**config.mk**
```make
export PLATFORM = sky130hd
export DESIGN_NAME = system_control_instructions
export DESIGN_NICKNAME = d
export VERILOG_FILES = /design/src/rtl/sysctl_pkg.sv /design/src/rtl/system_control_instructions.sv /design/src/rtl/wdog_counter.sv
export VERILOG_INCLUDE_DIRS = /design/src /design/src/rtl
export SDC_FILE = /design/constraint.sdc
export NUM_CORES = 1
export LEC_CHECK = 0
export ABC_AREA = 1
export ABC_CLOCK_PERIOD_IN_PS = 7030
export BUFFER_PORTS_ARGS = -buffer_cell sky130_fd_sc_hd__buf_4
export CAP_MARGIN = 30
export CORE_AREA = 2 2 128 130
export DETAILED_ROUTE_END_ITERATION = 16
export DIE_AREA = 0 0 130 132
export GPL_ROUTABILITY_DRIVEN = 1
export GPL_TIMING_DRIVEN = 0
export PLACE_DENSITY = 0.56
export SLEW_MARGIN = 5
export SYNTH_ARGS = -nofsm -noshare
export SYNTH_HDL_FRONTEND = slang
export SYNTH_SLANG_ARGS = --single-unit
```
**constraint.sdc**
```tcl
create_clock -name clk -period 7.03 [get_ports clk]
set_input_delay 0.3515 -clock clk [delete_from_list [all_inputs] [get_ports clk]]
set_output_delay 0.3515 -clock clk [all_outputs]
set_load 0.01 [all_outputs]
```
**src/rtl/sysctl_params.svh**
```systemverilog
// Functional notes
// - call pushes return address, jumps, pointer plus two
// - jump loads counter with encoded target
// - return-immediate writes working register, then returns
// - return drops pointer by two, reloads counter
// - interrupt return returns and sets global enable
// - watchdog restart clears watchdog count
// - computed jump adds working register to counter
// - enable instruction sets global interrupt enable
// - disable instruction clears global interrupt enable
// - full halt stops all clocks and oscillators
// - core halt gates core clock, oscillators run
// - software reset acts like hardware reset
// - no system instruction alters arithmetic flags
// - jump, call, computed jump, returns take two cycles
`ifndef SYSCTL_PARAMS_SVH
`define SYSCTL_PARAMS_SVH
`define PC_RESET 13'h0000
`define SP_RESET 8'h00
`define SP_STEP 8'h02
`define WR_RESET 8'h00
`define RST_PULSE_CYCLES 4'h4
`define WDOG_RESET 16'h0000
`endif

```
**src/rtl/sysctl_pkg.sv**
```systemverilog
package sysctl_pkg;
	typedef enum logic [3:0] {
		OP_NOP, OP_CALL, OP_GOTO, OP_RETI_IMM, OP_RET, OP_RETI, OP_WDRESTART,
		OP_PCADD, OP_GIE_SET, OP_GIE_CLR, OP_HALT_SYS, OP_HALT_CPU, OP_SWRESET, OP_OTHER
	} op_t;
	typedef enum logic [1:0] {ST_EXEC, ST_SECOND, ST_HALTED} state_t;
endpackage

```
**src/rtl/system_control_instructions.sv**
```systemverilog
`timescale 1ns/1ps
`include "sysctl_params.svh"
module system_control_instructions #(
	parameter int PC_W = 13,
	parameter int SP_W = 8,
	parameter int WD_W = 16
) (
	// clock and reset
	input wire logic clk,
	input wire logic rst,
	// decoded instruction from fetch
	input wire logic instr_valid,
	input wire sysctl_pkg::op_t instr_op,
	input wire logic [PC_W-1:0] instr_target,
	input wire logic [7:0] instr_imm,
	// stack memory read data (word at stack_top_pointer)
	input wire logic [PC_W-1:0] stack_rdata,
	// wake event for halts
	input wire logic wake,
	// flags from the rest of the core
	input wire logic [3:0] flags_in,
	// program counter and stack
	output logic [PC_W-1:0] pc,
	output logic [SP_W-1:0] stack_top_pointer,
	output logic stack_we,
	output logic [SP_W-1:0] stack_waddr,
	output logic [PC_W-1:0] stack_wdata,
	// working register
	output logic [7:0] working_register,
	// flags held unchanged
	output logic [3:0] flags,
	// interrupt, watchdog, clocks, reset
	output logic gie,
	output logic [WD_W-1:0] wdog_count,
	output logic core_clk_en,
	output logic osc_en,
	output logic chip_reset,
	// an instruction can be accepted this cycle
	output logic instr_ready
);
	sysctl_pkg::state_t state_reg, state_next;
	logic [PC_W-1:0] pc_reg, pc_next;
	logic [SP_W-1:0] sp_reg, sp_next;
	logic [7:0] wr_reg, wr_next;
	logic [3:0] flags_reg, flags_next;
	logic gie_reg, gie_next;
	logic set_gie_reg, set_gie_next;
	logic we_reg, we_next;
	logic [SP_W-1:0] waddr_reg, waddr_next;
	logic [PC_W-1:0] wdata_reg, wdata_next;
	logic cke_reg, cke_next;
	logic osc_reg, osc_next;
	logic [3:0] rcnt_reg, rcnt_next;
	logic rdy_reg, rdy_next;
	logic ret_pending_reg, ret_pending_next;
	logic wd_restart;
	logic sw_rst_reg;
	logic core_rst;

	// software reset folds into the core reset, same as the pin
	assign core_rst = rst | sw_rst_reg;

	always_comb begin
		state_next = state_reg;
		pc_next = pc_reg;
		sp_next = sp_reg;
		wr_next = wr_reg;
		flags_next = flags_in;
		gie_next = gie_reg;
		set_gie_next = 1'b0;
		we_next = 1'b0;
		waddr_next = waddr_reg;
		wdata_next = wdata_reg;
		cke_next = cke_reg;
		osc_next = osc_reg;
		rcnt_next = rcnt_reg;
		rdy_next = 1'b1;
		wd_restart = 1'b0;
		unique case (state_reg)
			sysctl_pkg::ST_EXEC: begin
				if (instr_valid && rdy_reg) begin
					unique case (instr_op)
						sysctl_pkg::OP_CALL: begin
							we_next = 1'b1;
							waddr_next = sp_reg;
							wdata_next = pc_reg + PC_W'(1);
							pc_next = instr_target;
							sp_next = sp_reg + SP_W'(`SP_STEP);
							state_next = sysctl_pkg::ST_SECOND;
							rdy_next = 1'b0;
						end
						sysctl_pkg::OP_GOTO: begin
							pc_next = instr_target;
							state_next = sysctl_pkg::ST_SECOND;
							rdy_next = 1'b0;
						end
						sysctl_pkg::OP_RETI_IMM, sysctl_pkg::OP_RET, sysctl_pkg::OP_RETI: begin
							if (instr_op == sysctl_pkg::OP_RETI_IMM) begin
								wr_next = instr_imm;
							end
							sp_next = sp_reg - SP_W'(`SP_STEP);
							set_gie_next = (instr_op == sysctl_pkg::OP_RETI);
							state_next = sysctl_pkg::ST_SECOND;
							rdy_next = 1'b0;
						end
						sysctl_pkg::OP_PCADD: begin
							pc_next = pc_reg + PC_W'(wr_reg);
							state_next = sysctl_pkg::ST_SECOND;
							rdy_next = 1'b0;
						end
						sysctl_pkg::OP_WDRESTART: begin
							wd_restart = 1'b1;
							pc_next = pc_reg + PC_W'(1);
						end
						sysctl_pkg::OP_GIE_SET: begin
							gie_next = 1'b1;
							pc_next = pc_reg + PC_W'(1);
						end
						sysctl_pkg::OP_GIE_CLR: begin
							gie_next = 1'b0;
							pc_next = pc_reg + PC_W'(1);
						end
						sysctl_pkg::OP_HALT_SYS: begin
							cke_next = 1'b0;
							osc_next = 1'b0;
							pc_next = pc_reg + PC_W'(1);
							state_next = sysctl_pkg::ST_HALTED;
							rdy_next = 1'b0;
						end
						sysctl_pkg::OP_HALT_CPU: begin
							cke_next = 1'b0;
							osc_next = 1'b1;
							pc_next = pc_reg + PC_W'(1);
							state_next = sysctl_pkg::ST_HALTED;
							rdy_next = 1'b0;
						end
						sysctl_pkg::OP_SWRESET: begin
							rcnt_next = `RST_PULSE_CYCLES;
							rdy_next = 1'b0;
						end
						sysctl_pkg::OP_NOP, sysctl_pkg::OP_OTHER: begin
							pc_next = pc_reg + PC_W'(1);
						end
						default: begin
							pc_next = pc_reg + PC_W'(1);
						end
					endcase
				end
				if (rcnt_reg != 4'h0) begin
					rcnt_next = rcnt_reg - 4'h1;
					rdy_next = 1'b0;
				end
			end
			sysctl_pkg::ST_SECOND: begin
				// second cycle; returns reload counter from the popped slot
				if (ret_pending_reg) begin
					pc_next = stack_rdata;
				end
				if (set_gie_reg) begin
					gie_next = 1'b1;
				end
				rdy_next = 1'b1;
				state_next = sysctl_pkg::ST_EXEC;
			end
			sysctl_pkg::ST_HALTED: begin
				rdy_next = 1'b0;
				if (wake) begin
					cke_next = 1'b1;
					osc_next = 1'b1;
					state_next = sysctl_pkg::ST_EXEC;
					rdy_next = 1'b1;
				end
			end
		endcase
	end

	assign ret_pending_next = (state_reg == sysctl_pkg::ST_EXEC) && instr_valid && rdy_reg &&
		(instr_op == sysctl_pkg::OP_RET || instr_op == sysctl_pkg::OP_RETI ||
		instr_op == sysctl_pkg::OP_RETI_IMM);

	always_ff @(posedge clk or posedge core_rst) begin
		if (core_rst) begin
			state_reg <= sysctl_pkg::ST_EXEC;
			pc_reg <= PC_W'(`PC_RESET);
			sp_reg <= SP_W'(`SP_RESET);
			wr_reg <= `WR_RESET;
			flags_reg <= 4'h0;
			gie_reg <= 1'b0;
			set_gie_reg <= 1'b0;
			we_reg <= 1'b0;
			waddr_reg <= SP_W'(`SP_RESET);
			wdata_reg <= PC_W'(`PC_RESET);
			cke_reg <= 1'b1;
			osc_reg <= 1'b1;
			rdy_reg <= 1'b0;
			ret_pending_reg <= 1'b0;
		end else begin
			state_reg <= state_next;
			pc_reg <= pc_next;
			sp_reg <= sp_next;
			wr_reg <= wr_next;
			flags_reg <= flags_next;
			gie_reg <= gie_next;
			set_gie_reg <= set_gie_next;
			we_reg <= we_next;
			waddr_reg <= waddr_next;
			wdata_reg <= wdata_next;
			cke_reg <= cke_next;
			osc_reg <= osc_next;
			rdy_reg <= rdy_next;
			ret_pending_reg <= ret_pending_next;
		end
	end

	// reset pulse counter lives outside the core reset so it can release it
	always_ff @(posedge clk or posedge rst) begin
		if (rst) begin
			rcnt_reg <= 4'h0;
			sw_rst_reg <= 1'b0;
		end else begin
			rcnt_reg <= rcnt_next;
			sw_rst_reg <= (rcnt_next != 4'h0);
		end
	end

	logic [WD_W-1:0] wd_cnt;
	logic wd_restart_reg;
	always_ff @(posedge clk or posedge core_rst) begin
		if (core_rst) begin
			wd_restart_reg <= 1'b0;
		end else begin
			wd_restart_reg <= wd_restart;
		end
	end
	wdog_counter #(.WIDTH(WD_W)) u_wdog (
		.clk(clk),
		.rst(core_rst),
		.restart(wd_restart_reg),
		.run(osc_reg),
		.count(wd_cnt)
	);
	logic [WD_W-1:0] wd_out_reg;
	always_ff @(posedge clk or posedge core_rst) begin
		if (core_rst) begin
			wd_out_reg <= WD_W'(`WDOG_RESET);
		end else begin
			wd_out_reg <= wd_cnt;
		end
	end

	assign pc = pc_reg;
	assign stack_top_pointer = sp_reg;
	assign stack_we = we_reg;
	assign stack_waddr = waddr_reg;
	assign stack_wdata = wdata_reg;
	assign working_register = wr_reg;
	assign flags = flags_reg;
	assign gie = gie_reg;
	assign wdog_count = wd_out_reg;
	assign core_clk_en = cke_reg;
	assign osc_en = osc_reg;
	assign chip_reset = sw_rst_reg;
	assign instr_ready = rdy_reg;

	AST_CALL_SP: assert property (@(posedge clk) disable iff (core_rst)
		(instr_valid && rdy_reg && state_reg == sysctl_pkg::ST_EXEC &&
		instr_op == sysctl_pkg::OP_CALL) |=> (sp_reg == $past(sp_reg) + SP_W'(`SP_STEP))
		&& we_reg && pc_reg == $past(instr_target))
		else $error("call did not push and jump");
	AST_GOTO_PC: assert property (@(posedge clk) disable iff (core_rst)
		(instr_valid && rdy_reg && state_reg == sysctl_pkg::ST_EXEC &&
		instr_op == sysctl_pkg::OP_GOTO) |=> pc_reg == $past(instr_target))
		else $error("jump target not loaded");
	AST_RETIMM_WR: assert property (@(posedge clk) disable iff (core_rst)
		(instr_valid && rdy_reg && state_reg == sysctl_pkg::ST_EXEC &&
		instr_op == sysctl_pkg::OP_RETI_IMM) |=> wr_reg == $past(instr_imm))
		else $error("immediate not in working register");
	AST_RET_SP: assert property (@(posedge clk) disable iff (core_rst)
		(instr_valid && rdy_reg && state_reg == sysctl_pkg::ST_EXEC &&
		instr_op == sysctl_pkg::OP_RET) |=> sp_reg == $past(sp_reg) - SP_W'(`SP_STEP)
		##1 pc_reg == $past(stack_rdata))
		else $error("return did not pop");
	AST_RETI_GIE: assert property (@(posedge clk) disable iff (core_rst)
		(instr_valid && rdy_reg && state_reg == sysctl_pkg::ST_EXEC &&
		instr_op == sysctl_pkg::OP_RETI) |=> ##1 gie_reg)
		else $error("interrupt return left enable clear");
	AST_PCADD: assert property (@(posedge clk) disable iff (core_rst)
		(instr_valid && rdy_reg && state_reg == sysctl_pkg::ST_EXEC &&
		instr_op == sysctl_pkg::OP_PCADD) |=> pc_reg == $past(pc_reg) + PC_W'($past(wr_reg)))
		else $error("computed jump wrong");
	AST_GIE_CLR: assert property (@(posedge clk) disable iff (core_rst)
		(instr_valid && rdy_reg && state_reg == sysctl_pkg::ST_EXEC &&
		instr_op == sysctl_pkg::OP_GIE_CLR && !set_gie_reg) |=> !gie_reg)
		else $error("disable did not clear enable");
	AST_HALT_CPU: assert property (@(posedge clk) disable iff (core_rst)
		(instr_valid && rdy_reg && state_reg == sysctl_pkg::ST_EXEC &&
		instr_op == sysctl_pkg::OP_HALT_CPU) |=> !cke_reg && osc_reg)
		else $error("core halt clock state wrong");
	AST_TWO_CYCLE: assert property (@(posedge clk) disable iff (core_rst)
		(instr_valid && rdy_reg && state_reg == sysctl_pkg::ST_EXEC &&
		instr_op == sysctl_pkg::OP_GOTO) |=> !rdy_reg ##1 rdy_reg)
		else $error("branch not two cycles");
	COV_CALL: cover property (@(posedge clk) instr_valid && rdy_reg && instr_op == sysctl_pkg::OP_CALL);
	COV_RETI: cover property (@(posedge clk) instr_valid && rdy_reg && instr_op == sysctl_pkg::OP_RETI);
	COV_HALT: cover property (@(posedge clk) state_reg == sysctl_pkg::ST_HALTED ##1 wake);
endmodule // system_control_instructions

```
**src/rtl/wdog_counter.sv**
```systemverilog
`timescale 1ns/1ps
`include "sysctl_params.svh"
module wdog_counter #(
	parameter int WIDTH = 16
) (
	// clock and reset
	input wire logic clk,
	input wire logic rst,
	// control
	input wire logic restart,
	input wire logic run,
	// count
	output logic [WIDTH-1:0] count
);
	logic [WIDTH-1:0] count_reg;
	logic [WIDTH-1:0] count_next;
	always_comb begin
		count_next = count_reg;
		if (restart) begin
			count_next = WIDTH'(`WDOG_RESET);
		end else if (run) begin
			count_next = count_reg + WIDTH'(1);
		end
	end
	always_ff @(posedge clk or posedge rst) begin
		if (rst) begin
			count_reg <= WIDTH'(`WDOG_RESET);
		end else begin
			count_reg <= count_next;
		end
	end
	assign count = count_reg;
endmodule // wdog_counter

```
==> impl_metrics.toml <==
[run_status]
outcome = "finished, final reports clean"

[detailed_routing]
highest_layer = "met4"
ant_nets = 0
num_vias = 4893
drtIter0Drc = 428
wl_met3_um = 643
drc = 0
drtPass1Iterations = 7
via_per_inst = 4.65
wire_per_inst_um = 14.1
routed_wl_um = 14800
wl_met2_um = 6720
met1_length_um = 7140

[global_routing]
grt_max_degree = 29
antenna_found_initial = 0
grt_first_pass_wirelength_um = 24300
grtUsageTotal_pct = 18.0
overflow = 0
grt_pass1_vias = 4729

[timing]
grt_setup_unrepaired = "false"
setup_viol = 0
worst_pin_slew_ns = 0.668
final.min_clock_period_ns = 2.42
final_max_slew_viol_count = 0
fmax_mhz = 414
max_slew_margin_pct = 55.5
finalCritPeriodShare_pct = 34.4
hold_violations = 0
clock_skew_ns = 0.00877

[placement]
globalplace.congestion = 0.873
dp.cells = 1036
port_buffers = 119
hpwlAfterDp_um = 11600

[clock_tree]
cts_tree = "built"
clockRootBuffer = "clkbuf_16"
clk-insertion-delay-late_ns = 0.36
path_clk_slew_ns = 0.07
cts.sinks = 99
cts_resized = 0
h-tree-depth = 3
clockBufferDepth = 2
numCtsBuffers = 9
postCtsSetupRepairBufs = 0

[pwr]
p_sw_share_pct = 41.2
clock_power_share_pct = 21.2
p_leak_nw = 3.76
p_per_area_nw_per_um2 = 360
power_w = 0.00259
combinationalPowerShare_pct = 45.2
p_int_w = 0.00152
seqPwrFrac_pct = 33.6
vdd_drop_max_v = 0.000168
p_switching_w = 0.00107

[layout]
fill_cells = 1624
fin_nets = 899
flow.area_growth_from_synthesis_pct = 28.8
drive_gt1_share_pct = 25.1
final_common_cell = "nand2_1"
n_antenna_cell = 0
finalNonFillerCells = 1053
final_cell_mix = "nand2_1 (214), buf_4 (122), dfrtp_1 (97), inv_1 (68), nor2_1 (60)"

[critical_path]
max_stage_delay_ns = 0.49
start_kind = "flip-flop"
cp.required_ns = 7.29
cp_common_cell = "nand2_1"
cp.arrival_ns = 2.67
path_cells = "ha_1 -> inv_1 -> fa_1 -> o21ai_0 -> nand2_1 -> nand2_1 -> nand3_1 -> nand3_1 -> nand2_1 -> nand2_1 -> nand2_1"
cp_max_fo = 7
cp_slowest_cell = "dfrtp_1"
criticalPathCategory = "flip-flop to flip-flop"
end_kind = "flip-flop"

[job]
max_cap_viol_count = 0

[yosys]
yosys_warnings = 0
ys_types = 51
synth_edf_count = 0
synthCells = 696
synth.avg_cell_area_um2 = 8.03
ys_ff_latch = 99
async_reset_ff_share_pct = 100
yosysSeqAreaShare_pct = 44.4
syn_area_um2 = 5590
ys.flop_type = "dfrtp_1"

[worst_hold_path]
hold_path_class = "primary input to flip-flop"

[floorplanning]
rows = 46
start_util_pct = 35.6
dieArea_um2 = 17200
ios = 122
dieHeight_um = 132
core-area_um2 = 15700
die-width_um = 130
[worst max-delay path, delay by kind of cell (launching register included)]
| kind | cells | cell delay, ns |
|---|---|---|
| adders and majority gates | 2 | 0.67 |
| and+or+nand+nor | 7 | 0.58 |
| DFF | 1 | 0.49 |
| AOI/OAI and AO/OA | 1 | 0.48 |
| buffers and inverters | 1 | 0.09 |
[per-layer routing]
layer,up-vias,global-route usage (%)
li1,2508,-
met1,2237,25.4
met2,131,27.8
met3,17,2.64
met4,0,6.87
met5,-,0
[metrics by stage]
| step | setup slack [ns] | TNS (ns) | area (µm²) | hold slack, ns | utilization [%] |
|---|---|---|---|---|---|
| after global placement | -1.72 | -157.65 | 6760 | 0.269 | 43.0 |
| after floorplan | 1.10 | 0 | 5590 | 0.130 | - |
| final | 4.61 | 0 | 7200 | 0.0984 | 45.8 |
| after detailed placement | 4.63 | 0 | 6870 | 0.288 | 43.7 |
| after CTS | 4.60 | 0 | 7200 | 0.0901 | 45.8 |
| after global routing | 4.36 | 0 | 7200 | 0.0929 | 45.8 |
[cell usage after synthesis, types with 6 or more instances]
cell	n	area, µm²
nand4_1	9	56.3
ha_1	19	238
nor2_1	61	229
nor3_1	12	60.1
xor2_1	11	96.3
mux2_2	7	78.8
a21oi_1	25	125
inv_1	68	255
nor2_4	6	67.6
buf_6	7	78.8
nand3_1	40	200
dfrtp_1	97	2430
o21ai_0	31	155
nor2_2	11	68.8
nand2_1	214	803
inv_2	7	26.3
[kinds of logic after synthesis]
family | after synthesis | share of synthesized area (%)
xor+xnor | 16 | 2.51
compound gates | 82 | 8.64
flops | 99 | 44.4
simple gates | 377 | 30.3
fa+ha+maj | 21 | 4.97
other cells | 1 | 0.0671
mux | 7 | 1.41
buf+inv | 93 | 7.72
[timing repair]
item	CTS	global route
endpoints found under the hold margin	5	0
setup endpoints to repair	0	0
hold buffers	1	0
[power groups by stage]
stage,clock [W],combinational (W),sequential [W]
floorplan,0,0.000718,0.000890
global placement,0,0.00115,0.000883
detailed placement,0,0.00118,0.000884
CTS,0.000562,0.00118,0.000873
global route,0.000586,0.00132,0.000894
finish,0.000549,0.00117,0.000872
[path summary, 6_finish.rpt]
check	from	to	slack, ns	cells after the start
max	pc[0]$_DFFE_PP0P_	pc[12]$_DFFE_PP0P_	4.61	11
min	flags_in[0]	flags[0]$_DFF_PP0_	0.1	1
max reg2reg	pc[0]$_DFFE_PP0P_	pc[12]$_DFFE_PP0P_	4.61	11
min reg2reg	u_wdog.count[15]$_DFFE_PP0P_	wdog_count[15]$_DFF_PP0_	0.37	0
max in group asynchronous	rst	flags[0]$_DFF_PP0_	5.50	6
min in group asynchronous	chip_reset$_DFF_PP0_	working_register[5]$_DFFE_PP0P_	0.42	1
[layout make-up]
class	count	area, µm²	area share [%]
Buffer	17	144	2.00
Clock inverter	6	93.8	1.30
Inverter	76	288	4.00
Timing Repair Buffer	124	1010	14.0
Clock buffer	10	229	3.18
Multi-Input combinational cell	505	2690	37.3
Sequential cell	99	2480	34.4
Tap cell	216	270	3.75
(Power assumes the default switching activity.)
